## src/ldc_pkg.sv

```systemverilog
// Purpose: Shared constants and types of the logical DMA channel router
// Assumes: Wishbone byte address is four times the register index
// Notes: Mode, strobe and select registers reset to zero

package ldc_pkg;

  // --------------------------------------------------------------
  // Register indices
  // --------------------------------------------------------------
  localparam logic [5:0] IDX_STROBE = 6'h01;
  localparam logic [5:0] IDX_MODE_A = 6'h03;
  localparam logic [5:0] IDX_MODE_B = 6'h05;
  localparam logic [5:0] IDX_MODE_C = 6'h07;
  localparam logic [5:0] IDX_AIAO_SEL = 6'h09;
  localparam logic [5:0] IDX_CTR_SEL = 6'h0B;
  localparam logic [5:0] IDX_IRQ_STAT = 6'h0C;
  localparam logic [5:0] IDX_IRQ_CLR = 6'h0D;
  localparam logic [5:0] IDX_IRQ_EN = 6'h0E;
  localparam logic [5:0] IDX_CHAN_STAT = 6'h0F;
  localparam logic [17:0] IDX_MODES = {IDX_MODE_C, IDX_MODE_B, IDX_MODE_A};

  // --------------------------------------------------------------
  // Field positions and sizes
  // --------------------------------------------------------------
  localparam int unsigned LCH_N = 3;
  localparam int unsigned PHYS_N = 8;
  localparam int unsigned SEL_IN_LSB = 0;
  localparam int unsigned SEL_OUT_LSB = 4;
  localparam int unsigned CSTAT_DRQ_LSB = 4;

  // --------------------------------------------------------------
  // Reset values and codes
  // --------------------------------------------------------------
  localparam logic [7:0] MODE_RST = 8'h00;
  localparam logic [7:0] SEL_RST = 8'h00;
  localparam logic [2:0] STROBE_RST = 3'h0;
  localparam logic [2:0] IRQ_EN_RST = 3'h7;
  localparam logic [31:0] RDATA_ZERO = 32'h0000_0000;
  localparam logic [2:0] XFER_SINGLE = 3'h0;
  localparam logic [2:0] XFER_BURST = 3'h1;
  localparam int unsigned BURST_MAX = 8;

  // --------------------------------------------------------------
  // Types
  // --------------------------------------------------------------
  typedef struct packed {
    logic on;
    logic irq_on;
    logic [2:0] xfer;
    logic [2:0] phys;
  } ldc_mode_t;

  typedef struct packed {
    logic g1;
    logic g0;
    logic ao;
    logic ai;
  } ldc_res_t;

  typedef enum logic [1:0] {
    ST_IDLE = 2'b00,
    ST_REQ = 2'b01,
    ST_GAP = 2'b10
  } ldc_state_t;

endpackage

```

## src/ldc_chan.sv

```systemverilog
// Purpose: Request engine of one logical DMA channel
// Assumes: dack_i and tc_i are already synchronised and filtered
// Notes: drq_o is combinational; the top registers it

`timescale 1ns/1ps

module ldc_chan #(
  parameter int unsigned BURST_LEN = ldc_pkg::BURST_MAX
) (
  input wire logic clk_i,
  input wire logic rst_i,
  input wire ldc_pkg::ldc_mode_t mode_i,
  input wire logic lreq_i,
  input wire logic dack_i,
  input wire logic tc_i,
  output logic drq_o,
  output logic lack_o,
  output logic tc_ev_o
);
  import ldc_pkg::*;

  ldc_state_t state;
  ldc_state_t next_state;
  logic [2:0] cnt;
  logic [2:0] next_cnt;
  logic ack_q;
  logic tc_q;

  wire ack_rise = dack_i & ~ack_q;
  wire tc_hit = mode_i.on & dack_i & tc_i;
  wire burst = mode_i.xfer == XFER_BURST;
  wire last = !burst || cnt == 3'(BURST_LEN - 1);

  always_ff @(posedge clk_i) begin
    if (rst_i) begin
      state <= ST_IDLE;
      cnt <= 3'h0;
      ack_q <= 1'b0;
      tc_q <= 1'b0;
    end else begin
      state <= next_state;
      cnt <= next_cnt;
      ack_q <= dack_i;
      tc_q <= tc_hit;
    end
  end

  always_comb begin
    next_state = state;
    next_cnt = cnt;
    case (state)
      ST_IDLE: begin
        if (mode_i.on && lreq_i) begin
          next_state = ST_REQ;
          next_cnt = 3'h0;
        end
      end
      ST_REQ: begin
        if (ack_rise) begin
          next_cnt = 3'(cnt + 3'h1);
          if (last) begin
            next_state = ST_GAP;
          end
        end else if (burst && !lreq_i && !dack_i) begin
          next_state = ST_IDLE;
        end
      end
      ST_GAP: begin
        if (!dack_i) begin
          next_state = ST_IDLE;
        end
      end
      default: begin
        next_state = ST_IDLE;
      end
    endcase
    if (!mode_i.on) begin
      next_state = ST_IDLE;
      next_cnt = 3'h0;
    end
  end

  assign drq_o = state == ST_REQ;
  assign lack_o = mode_i.on & dack_i;
  assign tc_ev_o = tc_hit & ~tc_q;
endmodule // ldc_chan

```

## src/ldc_top.sv

```systemverilog
// Purpose: Routes three logical DMA channels onto physical DMA lines
// Assumes: Classic Wishbone slave, 32-bit data, registers in byte lane 0
// Notes: dack_i and tc_i come from pins and are synchronised here
//
// Behaviour
// - Three independent logical channels each map onto any selectable 16-bit physical channel.
// - Select registers bind the analog input, analog output and counter resources to logical channels.
// - A one in strobe bit 0, 1 or 2 clears the terminal-count status and interrupt of channel A, B or C.
// - Strobe bits return to zero by themselves after every write.
// - Strobe and mode registers are all zero after reset.
// - An enabled channel forwards its requests to the selected physical line, a disabled one ignores them.
// - With its interrupt enable set a channel raises an interrupt on terminal count, otherwise not; the code needs both mode irq_on and the irq_en bit set.
// - Transfer type 0 requests single transfers and type 1 holds the request for up to eight.
// - The physical channel field picks the driven line and software uses only 16-bit channel codes.
// - Channels B and C have mode registers like channel A at offsets 05 and 07.
//
// Design decision made here: the Wishbone slave port.

`timescale 1ns/1ps

module ldc_top #(
  parameter int unsigned BURST_LEN = ldc_pkg::BURST_MAX
) (
  input wire logic clk_i,
  input wire logic rst_i,
  input wire logic wb_cyc_i,
  input wire logic wb_stb_i,
  input wire logic wb_we_i,
  input wire logic [7:0] wb_adr_i,
  input wire logic [3:0] wb_sel_i,
  input wire logic [31:0] wb_dat_i,
  output logic [31:0] wb_dat_o,
  output logic wb_ack_o,
  input wire ldc_pkg::ldc_res_t res_req_i,
  output ldc_pkg::ldc_res_t res_ack_o,
  output logic [ldc_pkg::PHYS_N-1:0] drq_o,
  input wire logic [ldc_pkg::PHYS_N-1:0] dack_i,
  input wire logic tc_i,
  output logic irq_o
);
  import ldc_pkg::*;

  // --------------------------------------------------------------
  // Declarations
  // --------------------------------------------------------------
  ldc_mode_t mode [LCH_N];
  logic [7:0] aiao_sel;
  logic [7:0] ctr_sel;
  logic [2:0] strb;
  logic [2:0] irq_en;
  logic [2:0] tc_stat;
  logic [PHYS_N:0] s1;
  logic [PHYS_N:0] s2;
  logic [PHYS_N:0] s3;
  logic [PHYS_N:0] filt;
  logic [PHYS_N-1:0] next_drq;
  logic [LCH_N-1:0] lreq;
  logic [LCH_N-1:0] drq_c;
  logic [LCH_N-1:0] lack;
  logic [LCH_N-1:0] tc_ev;
  logic [LCH_N-1:0] on_vec;
  logic [LCH_N-1:0] irq_on_vec;
  ldc_res_t next_res_ack;

  // --------------------------------------------------------------
  // Pin synchronisers
  // --------------------------------------------------------------
  wire [PHYS_N:0] pins = {tc_i, dack_i};
  wire [PHYS_N:0] agree = ~(s2 ^ s3);
  wire [PHYS_N:0] next_filt = (s2 & agree) | (filt & ~agree);
  wire [PHYS_N-1:0] dack_f = filt[PHYS_N-1:0];
  wire tc_f = filt[PHYS_N];

  always_ff @(posedge clk_i) begin
    if (rst_i) begin
      s1 <= '0;
      s2 <= '0;
      s3 <= '0;
      filt <= '0;
    end else begin
      s1 <= pins;
      s2 <= s1;
      s3 <= s2;
      filt <= next_filt;
    end
  end

  // --------------------------------------------------------------
  // Wishbone decode
  // --------------------------------------------------------------
  wire req = wb_cyc_i & wb_stb_i;
  wire [5:0] idx = wb_adr_i[7:2];
  wire first = req & ~wb_ack_o;
  wire wr = req & wb_we_i & wb_ack_o & wb_sel_i[0];
  wire [7:0] wbyte = wb_dat_i[7:0];
  wire hit_strobe = idx == IDX_STROBE;
  wire hit_aiao = idx == IDX_AIAO_SEL;
  wire hit_ctr = idx == IDX_CTR_SEL;
  wire hit_irq_stat = idx == IDX_IRQ_STAT;
  wire hit_irq_clr = idx == IDX_IRQ_CLR;
  wire hit_irq_en = idx == IDX_IRQ_EN;
  wire hit_chan_stat = idx == IDX_CHAN_STAT;

  wire [31:0] rd_stat = {29'h0, tc_stat};
  wire [31:0] rd_en = {29'h0, irq_en};
  wire [31:0] rd_chan = {25'h0, drq_c, 1'b0, on_vec};
  wire [31:0] next_rdata =
    hit_irq_stat ? rd_stat :
    hit_irq_en ? rd_en :
    hit_chan_stat ? rd_chan :
    RDATA_ZERO;

  // Ack one cycle after the request, dropped the cycle after
  always_ff @(posedge clk_i) begin
    if (rst_i) begin
      wb_ack_o <= 1'b0;
      wb_dat_o <= RDATA_ZERO;
    end else begin
      wb_ack_o <= first;
      wb_dat_o <= (first & ~wb_we_i) ? next_rdata : RDATA_ZERO;
    end
  end

  // --------------------------------------------------------------
  // Control registers
  // --------------------------------------------------------------
  wire [2:0] strb_w = (wr & hit_strobe) ? wbyte[2:0] : STROBE_RST;
  wire [2:0] clr_w = (wr & hit_irq_clr) ? wbyte[2:0] : 3'h0;
  wire [2:0] clr_bits = strb | clr_w;

  always_ff @(posedge clk_i) begin
    if (rst_i) begin
      aiao_sel <= SEL_RST;
      ctr_sel <= SEL_RST;
      strb <= STROBE_RST;
      irq_en <= IRQ_EN_RST;
    end else begin
      strb <= strb_w;
      if (wr & hit_aiao) begin
        aiao_sel <= wbyte;
      end
      if (wr & hit_ctr) begin
        ctr_sel <= wbyte;
      end
      if (wr & hit_irq_en) begin
        irq_en <= wbyte[2:0];
      end
    end
  end

  // --------------------------------------------------------------
  // Logical channels
  // --------------------------------------------------------------
  generate
    for (genvar k = 0; k < LCH_N; k++) begin : g_ch
      wire hit_mode = idx == IDX_MODES[k*6 +: 6];
      wire [2:0] phys = mode[k].phys;

      always_ff @(posedge clk_i) begin
        if (rst_i) begin
          mode[k] <= MODE_RST;
        end else if (wr & hit_mode) begin
          mode[k] <= wbyte;
        end
      end

      // Resources bound to this channel
      assign lreq[k] = (res_req_i.ai & aiao_sel[SEL_IN_LSB + k])
        | (res_req_i.ao & aiao_sel[SEL_OUT_LSB + k])
        | (res_req_i.g0 & ctr_sel[SEL_IN_LSB + k])
        | (res_req_i.g1 & ctr_sel[SEL_OUT_LSB + k]);
      assign on_vec[k] = mode[k].on;
      assign irq_on_vec[k] = mode[k].irq_on;

      ldc_chan #(
        .BURST_LEN(BURST_LEN)
      ) u_chan (
        .clk_i(clk_i),
        .rst_i(rst_i),
        .mode_i(mode[k]),
        .lreq_i(lreq[k]),
        .dack_i(dack_f[phys]),
        .tc_i(tc_f),
        .drq_o(drq_c[k]),
        .lack_o(lack[k]),
        .tc_ev_o(tc_ev[k])
      );
    end
  endgenerate

  // --------------------------------------------------------------
  // Physical routing
  // --------------------------------------------------------------
  always_comb begin
    next_drq = '0;
    for (int k = 0; k < LCH_N; k++) begin
      if (drq_c[k]) begin
        next_drq[mode[k].phys] = 1'b1;
      end
    end
  end

  always_comb begin
    next_res_ack.ai = |(lack & aiao_sel[SEL_IN_LSB +: LCH_N]);
    next_res_ack.ao = |(lack & aiao_sel[SEL_OUT_LSB +: LCH_N]);
    next_res_ack.g0 = |(lack & ctr_sel[SEL_IN_LSB +: LCH_N]);
    next_res_ack.g1 = |(lack & ctr_sel[SEL_OUT_LSB +: LCH_N]);
  end

  // --------------------------------------------------------------
  // Terminal count and interrupt
  // --------------------------------------------------------------
  wire [2:0] irq_src = tc_stat & irq_en & irq_on_vec;

  always_ff @(posedge clk_i) begin
    if (rst_i) begin
      tc_stat <= 3'h0;
      drq_o <= '0;
      res_ack_o <= '0;
      irq_o <= 1'b0;
    end else begin
      tc_stat <= (tc_stat & ~clr_bits) | tc_ev;
      drq_o <= next_drq;
      res_ack_o <= next_res_ack;
      irq_o <= |irq_src;
    end
  end
endmodule // ldc_top

```

## config.mk

```make
export PLATFORM = sky130hd
export DESIGN_NAME = ldc_top
export DESIGN_NICKNAME = d
export VERILOG_FILES = /design/src/ldc_pkg.sv /design/src/ldc_chan.sv /design/src/ldc_top.sv
export SDC_FILE = /design/constraint.sdc
export NUM_CORES = 1
export LEC_CHECK = 0
export BUFFER_PORTS_ARGS = -buffer_cell sky130_fd_sc_hd__buf_2
export CORE_MARGIN = 5
export CORE_UTILIZATION = 45
export DETAILED_ROUTE_END_ITERATION = 7
export PLACE_DENSITY = 0.77
export SYNTH_ARGS = -nofsm -noshare
export SYNTH_HDL_FRONTEND = slang
export SYNTH_HIERARCHICAL = 1
export SYNTH_SLANG_ARGS = --single-unit
```

## constraint.sdc

```tcl
create_clock -name clk_i -period 3 [get_ports clk_i]
set_clock_uncertainty 0.1 [all_clocks]
set_input_delay 0.6 -clock clk_i [delete_from_list [all_inputs] [get_ports clk_i]]
set_output_delay 0.6 -clock clk_i [all_outputs]
set_load 0.005 [all_outputs]
```

==> results of run 1 <==
[synth_stat cells, drive strengths merged]
master	n	share of area, %
a21oi	19	1.8
a222oi	4	0.77
a22oi	12	1.7
a31o	3	0.50
a31oi	5	0.60
a32oi	4	0.67
a41o	1	0.19
a41oi	3	0.50
and2	28	3.4
and3	1	0.12
and4	4	0.67
and4b	3	0.57
and4bb	6	1.4
buf	32	4.5
clkbuf	10	0.72
conb	1	0.072
dfxtp	98	38
edfxtp	24	14
ha	6	1.4
inv	8	0.57
mux2	6	1.3
mux2i	15	2.9
mux4	6	2.6
nand2	46	3.3
nand3	23	2.2
nand4	6	0.84
nand4bb	1	0.22
nor2	38	2.7
nor2b	49	5.9
nor3	1	0.096
nor3b	1	0.14
nor4	3	0.72
nor4b	3	1.4
o21ai	22	2.1
o41ai	1	0.17
or2b	3	0.50
or4b	6	1.4
[critical path, cell delays in order (launching register included)]
cell and delay, ns:
sky130_fd_sc_hd__edfxtp_1 0.54, sky130_fd_sc_hd__mux4_2 0.54, sky130_fd_sc_hd__mux2_2 0.33, sky130_fd_sc_hd__or4b_2 0.68, sky130_fd_sc_hd__a21oi_1 0.20, sky130_fd_sc_hd__nor4_2 0.05
[per-stage QoR]
step	util (%)	hold slack [ns]	cell area [sq um]	setup WS (ns)
floorplan	-	0.314	5320	0.499
global placement	48.3	0.321	5510	0.478
detailed placement	48.3	0.320	5510	0.440
CTS	53.5	0.281	6110	0.431
global route	53.5	0.295	6110	0.319
finish	53.5	0.296	6110	0.424
[where the power goes]
group,switching [W],internal [W],total [W]
clock,0.000724,0.00131,0.00203
combinational,0.0000813,0.0000503,0.000132
sequential,0.0000189,0.00170,0.00172
total,0.000825,0.00305,0.00388
[final timing paths]
path / slack, ns / cells after the start / startpoint / to
max: 0.42 / 5 / mode[1][1]$_SDFFCE_PN0P_ / g_ch[1].u_chan/state[0]$_SDFFE_PP0P_
max reg2reg: 0.42 / 5 / mode[1][1]$_SDFFCE_PN0P_ / g_ch[1].u_chan/state[0]$_SDFFE_PP0P_
min reg2reg: 0.33 / 1 / s1[6]$_SDFF_PP0_ / s2[6]$_SDFF_PP0_
min: 0.30 / 2 / dack_i[3] / s1[3]$_SDFF_PP0_
[final cells by class]
| class | instances | area share, % |
|---|---|---|
| timing repair buffer | 56 | 4.75 |
| clock buffer | 18 | 7.02 |
| sequential | 122 | 43.9 |
| clock inverter | 14 | 2.80 |
| tap | 143 | 2.93 |
| multi-input combinational | 355 | 38.1 |
| inverter | 8 | 0.491 |
[kinds of logic after synthesis]
logic type      Yosys count  share of synthesized area [%]
simple gates            222                           25.5
flops                   122                           51.3
compound gates           74                           9.05
buf+inv                  50                           5.84
mux                      27                           6.75
fa+ha+maj                 6                           1.44
other cells               1                         0.0718
[flip-flops by register name (all words and copies together) (netlist names), 8 cells and up, named ones only]
register and count:
s2 9, s1 9, mode 24, s3 9
drq_o 8, g_ch.u_chan/cnt 9
[routing by layer]
| layer | GRT usage, % | routed length, um |
|---|---|---|
| met5 | 0 | 0 |
| met4 | 7.60 | 268 |
| met3 | 4.23 | 821 |
| met2 | 27.9 | 5660 |
| met1 | 20.1 | 4660 |
==> run_results.csv, run 1 <==
group,metric,value,unit
finish,flow.area_growth_from_synthesis,17.0,%
synth,post_synthesis_cells,502,
detailed_routing,post_route_drc_violation_count,0,
setup_path,timing.setup.critical_path_class,"reg2reg",
finish,multi_input_logic_area,2330,sq um
floorplanning,floorplan.core_area,11400,sq um
detailed_routing,antenna_left,0,
clock_tree,cts-htree-levels,4,
finish,layout_commonest_cell,"sky130_fd_sc_hd__dfxtp_1",
detailed_routing,dr.pass1.iters,5,
sta,period_needed,2.58,ns
sta,finalSetupViolCount,0,
clock_tree,tritoncts,"yes",
setup_path,crit_end_category,"flip-flop",
finish,non_filler_cells_final,716,
floorplanning,die-width,118,um
grt,grt_start_max_net_pins,60,
pwr,ir_drop,0.487,mV
finish,share_of_post_route_cells_with_drive_strength_above_1,21.5,%
grt,grt_use_total,16.7,%
clock_tree,worst_setup_hold_path_clk_slew,0.05,ns
finish,antennaDiodeCount,0,
sta,timing.slew.headroom,62.3,%
grt,grt_first_pass_wirelength,18700,um
setup_path,worstSetupStartpointType,"flip-flop",
detailed_routing,drt-total-wl,11400,um
grt,first_global_vias,3911,
sta,hold_viol_final,0,
detailed_routing,initialDrtViolationCount,303,
sta,tightest_slew,0.566,ns
finish,mostFrequentLayoutCells,"sky130_fd_sc_hd__dfxtp_1, sky130_fd_sc_hd__buf_2, sky130_fd_sc_hd__nor2b_1",
floorplanning,initial_utilization,45.8,%
placement,place.detailed.hpwl,8200,um
sta,setup_total_negative_slack,0,ns
detailed_routing,detail_route.vias_per_cell,5.41,
min_path,min_path_type,"in2reg",
clock_tree,cts_num_sinks,122,
placement,port-buffer-count,52,
clock_tree,cts_root_buffer,"sky130_fd_sc_hd__clkbuf_16",
synth,synth_cell_type_count,41,
synth,postSynthRegisterBits,122,
finish,fill_cells,994,
pwr,areal_power_density_over_the_cells,634,nW/um^2
detailed_routing,routedWlPerCell,15.9,um
floorplanning,row_count,39,
outcome,outcome,"complete, no violations",
clock_tree,cts_buffer_depth,2,
placement,place_congestion,0.837,
detailed_routing,vias,3872,
setup_path,worst-endpoint-arrival,2.77,ns
finish,final_nets,628,
pwr,power,0.00388,W
clock_tree,tritoncts_buffers,17,
pwr,static-leakage-power,2.46,nW
floorplanning,floorplan.die_area,13900,sq um
synth,synth-warning-count,6,
setup_path,crit_path_max_fanout,7,
synth,synth.cell_area,5230,sq um
clock_tree,insertion_delay_to_the_later_sink_of_the_worst_skew_pair,0.41,ns
synth,synth.yosys.seq_area_share,51.3,%
floorplanning,io_pins,108,
floorplanning,fp.dieH,118,um
clock_tree,post_cts.repair.setup_buffers,0,
grt,grt-ovfl-total,0,
setup_path,timing.critical_path.required,3.20,ns
sta,final_min_period_over_clock_period,85.9,%
finish,final-seq-area,2680,sq um
synth,synthesis.area_per_instance,10.4,sq um
clock_tree,cts-resized-gates,0,
sta,timing_max_transition_violations_final,0,
flow_run,total_of_max_cap_violations,0,
grt,antenna_found_initial,0,
placement,dpl.cell_count,684,
sta,unrepaired_setup_endpoints_after_global_routing,"no",
sta,timing.fmax,388,MHz
clock_tree,number_of_buffers_inserted_by_hold_repair_at_cts,0,
No activity file was read; power rests on OpenSTA's default activity.
==> inputs of run 2 (changes only) <==
- SETUP_SLACK_MARGIN: not set -> 0.5
==> run_results.csv, run 2 (synthesis gave the netlist of run 1 again) <==
group,metric,value,unit
outcome,outcome,"complete, no violations",
detailed_routing,dr.pass1.iters,5,
floorplanning,die-width,118,um
finish,final_nets,633,
detailed_routing,antenna_left,0,
floorplanning,floorplan.die_area,13900,sq um
sta,finalSetupViolCount,0,
floorplanning,initial_utilization,45.8,%
clock_tree,cts-htree-levels,4,
finish,mostFrequentLayoutCells,"sky130_fd_sc_hd__dfxtp_1, sky130_fd_sc_hd__buf_2, sky130_fd_sc_hd__nor2b_1",
sta,hold_viol_final,0,
floorplanning,fp.dieH,118,um
setup_path,cp-endpoint,"g_ch[1].u_chan/state[0]$_SDFFE_PP0P_",
detailed_routing,vias,3995,
grt,grt-ovfl-total,0,
sta,final_min_period_over_clock_period,81.1,%
placement,port-buffer-count,52,
finish,largest_register_ffs,24,
sta,unrepaired_setup_endpoints_after_global_routing,"yes",
sta,timing.fmax,411,MHz
grt,antenna_found_initial,0,
detailed_routing,initialDrtViolationCount,299,
flow_run,total_of_max_cap_violations,0,
finish,layout_commonest_cell,"sky130_fd_sc_hd__dfxtp_1",
setup_path,path_cells,"mux4_2 > mux2_4 > or4b_2 > a21oi_2 > nor4_2",
sta,timing.slew.headroom,55.2,%
finish,share_of_post_route_cells_with_drive_strength_above_1,22.7,%
setup_path,worst-endpoint-arrival,2.62,ns
clock_tree,cts_root_buffer,"sky130_fd_sc_hd__clkbuf_16",
setup_path,critical-path-slowest-cell,"sky130_fd_sc_hd__or4b_2",
sta,period_needed,2.43,ns
grt,first_global_vias,3924,
grt,grt_first_pass_wirelength,19000,um
detailed_routing,detail_route.vias_per_cell,5.54,
floorplanning,io_pins,108,
setup_path,ff_to_ff_setup_slack,0.57,ns
detailed_routing,drt-total-wl,11700,um
detailed_routing,routedWlPerCell,16.3,um
clock_tree,number_of_buffers_inserted_by_hold_repair_at_cts,0,
detailed_routing,post_route_drc_violation_count,0,
clock_tree,cts_num_sinks,122,
setup_path,timing.critical_path.slowest_cell_delay,0.70,ns
grt,grt_start_max_net_pins,68,
pwr,areal_power_density_over_the_cells,606,nW/um^2
placement,place.detailed.hpwl,8330,um
pwr,ir_drop,0.352,mV
finish,flow.area_growth_from_synthesis,17.2,%
finish,fin_util,53.6,%
clock_tree,cts_buffer_depth,2,
setup_path,worstSetupStartpointType,"flip-flop",
placement,place_congestion,0.938,
clock_tree,tritoncts,"yes",
min_path,timing.hold.worst.start,"dack_i[4]",
setup_path,crit_end_category,"flip-flop",
setup_path,critPathLaunch,"mode[1][1]$_SDFFCE_PN0P_",
setup_path,crit_path_max_fanout,6,
sta,timing_max_transition_violations_final,0,
finish,largest-register,"mode",
sta,tightest_slew,0.672,ns
min_path,min_path_type,"in2reg",
clock_tree,tritoncts_buffers,17,
floorplanning,floorplan.core_area,11400,sq um
grt,grt_use_total,16.8,%
setup_path,timing.setup.critical_path_class,"reg2reg",
clock_tree,worst_setup_hold_path_clk_slew,0.05,ns
setup_path,critical_path.reg2reg.startpoint,"mode[1][1]$_SDFFCE_PN0P_",
clock_tree,insertion_delay_to_the_later_sink_of_the_worst_skew_pair,0.41,ns
pwr,static-leakage-power,2.48,nW
sta,setup_total_negative_slack,0,ns
finish,antennaDiodeCount,0,
floorplanning,row_count,39,
setup_path,timing.critical_path.required,3.19,ns
setup_path,r2r.worst_path.cells,5,
setup_path,crit-reg2reg-capture,"g_ch[1].u_chan/state[0]$_SDFFE_PP0P_",
[run 2: worst min path at each step]
stage,depth (start not counted),slack (ns),to
floorplan,1,0.31,s2[0]$_SDFF_PP0_
global placement,1,0.32,s2[7]$_SDFF_PP0_
detailed placement,1,0.32,s2[6]$_SDFF_PP0_
CTS,2,0.29,s1[0]$_SDFF_PP0_
global route,2,0.30,s1[7]$_SDFF_PP0_
finish,2,0.31,s1[4]$_SDFF_PP0_
[run 2: what timing repair did]
action / in CTS / in global routing
setup buffers: 4 / 2
resized for setup: 0 / 4
endpoints found under the hold margin: 0 / 0
endpoints found under the setup margin: 3 / 3
[run 2: cell type report]
type | instances | area [sq um]
fillers | 1015 | 5300
flip-flops and latches | 122 | 2680
multi-input cells | 355 | 2350
clock buffers | 23 | 478
repair buffers | 61 | 328
well taps | 143 | 179
clock inverters | 9 | 72.6
inverters | 8 | 30.0
[run 2: layer usage]
| metal | vias to the layer above | wire length (um) | global-route usage (%) |
|---|---|---|---|
| li1 | 1868 | - | - |
| met1 | 1924 | 4670 | 19.0 |
| met2 | 166 | 5960 | 29.1 |
| met3 | 37 | 775 | 4.81 |
| met4 | 0 | 337 | 7.53 |
| met5 | - | 0 | 0 |
[run 2: critical path, delay by kind of cell, from the launching register on]
kind             cells  cell delay, ns
AO/OA/AOI/OAI        1            0.18
flip-flops           1            0.45
multiplexers         2            0.84
AND/OR/NAND/NOR      2            0.75
[run 2: power breakdown]
| group | switching [W] | total, W | internal, W |
|---|---|---|---|
| Clock | 0.000664 | 0.00186 | 0.00119 |
| Combinational | 0.0000854 | 0.000138 | 0.0000529 |
| Sequential | 0.0000177 | 0.00172 | 0.00170 |
[run 2: stage by stage]
| stage | instances | setup slack (ns) | instance area (sq um) | hold WS [ns] | power (W) |
|---|---|---|---|---|---|
| 5_1_grt | 721 | 0.469 | 6120 | 0.296 | 0.00384 |
| 4_1_cts | 719 | 0.511 | 6090 | 0.295 | 0.00374 |
| 3_3_place_gp | 683 | 0.490 | 5510 | 0.317 | 0.00187 |
| 2_1_floorplan | 527 | 0.541 | 5330 | 0.314 | 0.00185 |
| 6_report | 721 | 0.566 | 6120 | 0.308 | 0.00371 |
| 3_5_place_dp | 683 | 0.434 | 5510 | 0.322 | 0.00188 |
==> inputs of run 3 (changes only) <==
- PLACE_DENSITY: 0.77 -> 0.79
- clock period: 3 -> 2.1 ns (I/O delays scaled with it)
==> run_results.csv, run 3 (synthesis gave the netlist of run 1 again) <==
group,metric,value,unit
grt,grt-ovfl-total,0,
detailed_routing,antenna_left,0,
min_path,min_path_type,"in2reg",
outcome,outcome,"complete, but fails checks",
sta,worst_hold_slack,0.117,ns
detailed_routing,post_route_drc_violation_count,0,
finish,fill_cells,946,
clock_tree,cts_num_sinks,122,
sta,timing.fmax,454,MHz
setup_path,crit_buf_inv,0,
outcome,failed_checks,"negative setup slack",
clock_tree,cts_root_buffer,"sky130_fd_sc_hd__clkbuf_16",
clock_tree,insertion_delay_to_the_later_sink_of_the_worst_skew_pair,0.41,ns
flow_run,total_of_max_cap_violations,0,
finish,flow.area_growth_from_synthesis,25.0,%
detailed_routing,detail_route.vias_per_cell,5.37,
setup_path,critical-path-slowest-cell,"sky130_fd_sc_hd__mux4_2",
sta,hold_viol_final,0,
finish,final_nets,649,
floorplanning,initial_utilization,45.8,%
sta,period_needed,2.20,ns
setup_path,timing.critical_path.slowest_cell_delay,0.53,ns
setup_path,timing.critical_path.required,2.29,ns
placement,dpl.cell_count,694,
finish,largest_register_ffs,24,
finish,fin_util,57.2,%
sta,timing_max_transition_violations_final,0,
floorplanning,floorplan.core_area,11400,sq um
finish,largest-register,"mode",
clock_tree,cts_buffer_depth,2,
detailed_routing,routedWlPerCell,16.1,um
grt,first_global_vias,3964,
floorplanning,die-width,118,um
sta,fin_ws,-0.103,ns
finish,share_of_post_route_cells_with_drive_strength_above_1,29.8,%
clock_tree,tritoncts,"yes",
detailed_routing,initialDrtViolationCount,294,
floorplanning,io_pins,108,
floorplanning,fp.dieH,118,um
finish,layout_commonest_cell,"sky130_fd_sc_hd__dfxtp_1",
grt,grt_use_total,17.4,%
clock_tree,cts-htree-levels,4,
finish,mostFrequentLayoutCells,"sky130_fd_sc_hd__dfxtp_1, sky130_fd_sc_hd__buf_2, sky130_fd_sc_hd__nor2b_1",
placement,port-buffer-count,52,
setup_path,worst_path_dominant_cell_family,"multiplexers",
placement,place.detailed.hpwl,8440,um
finish,antennaDiodeCount,0,
grt,antenna_found_initial,0,
placement,placement.setup.worst_slack,-0.0987,ns
setup_path,path_cells,"mux4_2 > mux2_4 > or4b_4 > a21oi_2 > nor4_2",
setup_path,worst-endpoint-arrival,2.40,ns
sta,unrepaired_setup_endpoints_after_global_routing,"yes",
setup_path,crit_path_max_fanout,5,
pwr,static-leakage-power,2.69,nW
floorplanning,floorplan.die_area,13900,sq um
pwr,ir_drop,0.591,mV
sta,final_min_period_over_clock_period,105,%
grt,grt_start_max_net_pins,42,
detailed_routing,dr.pass1.iters,6,
placement,place_congestion,0.946,
clock_tree,tritoncts_buffers,17,
sta,setup_total_negative_slack,-0.332,ns
clock_tree,worst_setup_hold_path_clk_slew,0.06,ns
setup_path,timing.setup.critical_path_class,"reg2reg",
clock_tree,number_of_buffers_inserted_by_hold_repair_at_cts,0,
detailed_routing,vias,3956,
grt,grt_first_pass_wirelength,19500,um
floorplanning,row_count,39,
detailed_routing,drt-total-wl,11900,um
setup_path,crit_end_category,"flip-flop",
setup_path,worstSetupStartpointType,"flip-flop",
sta,finalSetupViolCount,7,
pwr,areal_power_density_over_the_cells,852,nW/um^2
finish,non_filler_cells_final,737,
==> run 3: cell count changes in the layout (fill, tap and decap cells not counted), sizes merged <==
cell    delta
clkbuf     -1
bufinv     +1
inv        +2
clkinv     -2
buf       +16
==> run 3: worst register-to-register path: cells and delay by family (launching register included) <==
family             cells  cell delay, ns
AOI/OAI and AO/OA      1            0.14
muxes                  2            0.85
DFF                    1            0.46
and+or+nand+nor        2            0.53
==> run 3: report_power, final <==
part	switching [W]	total [W]	leakage, nW	internal [W]
logic	0.000131	0.000220	1.35	0.0000894
registers	0.0000238	0.00245	1.04	0.00242
clock network	0.00101	0.00290	0.295	0.00188
==> run 3: path summary, 6_finish.rpt <==
path                             from                              endpoint  slack [ns]  depth (start not counted)
min                         dack_i[6]                      s1[6]$_SDFF_PP0_        0.12                          2
max reg2reg  mode[1][1]$_SDFFCE_PN0P_  g_ch[1].u_chan/state[0]$_SDFFE_PP0P_       -0.10                          5
min reg2reg          s1[3]$_SDFF_PP0_                      s2[3]$_SDFF_PP0_        0.33                          1
max          mode[1][1]$_SDFFCE_PN0P_  g_ch[1].u_chan/state[0]$_SDFFE_PP0P_       -0.10                          5
==> run 3: layout make-up <==
class                           instances  area (sq um)  area share, %
Clock buffer                           22           487           7.45
Inverter                                8          30.0          0.460
Sequential cell                       122          2680           41.1
Multi-Input combinational cell        355          2570           39.3
Tap cell                              143           179           2.74
Clock inverter                         10           113           1.72
Timing Repair Buffer                   77           472           7.22
==> run 3: routing by layer <==
metal	GRT usage, %	vias up	wire length, um
li1	-	1900	-
met2	28.4	151	5900
met3	3.56	21	699
met5	0	-	0
met1	22.1	1884	5000
met4	8.53	0	278
==> run 3: timing repair <==
| item | 4_1_cts | 5_1_grt |
|---|---|---|
| setup endpoints to repair | 41 | 59 |
| cloned | 0 | 0 |
| pin swaps | 8 | 5 |
| buffers inserted | 7 | 4 |
| resized for setup | 28 | 20 |
==> run 3: per-stage QoR <==
step	total power [W]	area (sq um)
floorplan	0.00265	5480
global placement	0.00270	5710
detailed placement	0.00270	5710
CTS	0.00559	6440
global route	0.00575	6530
finish	0.00557	6530
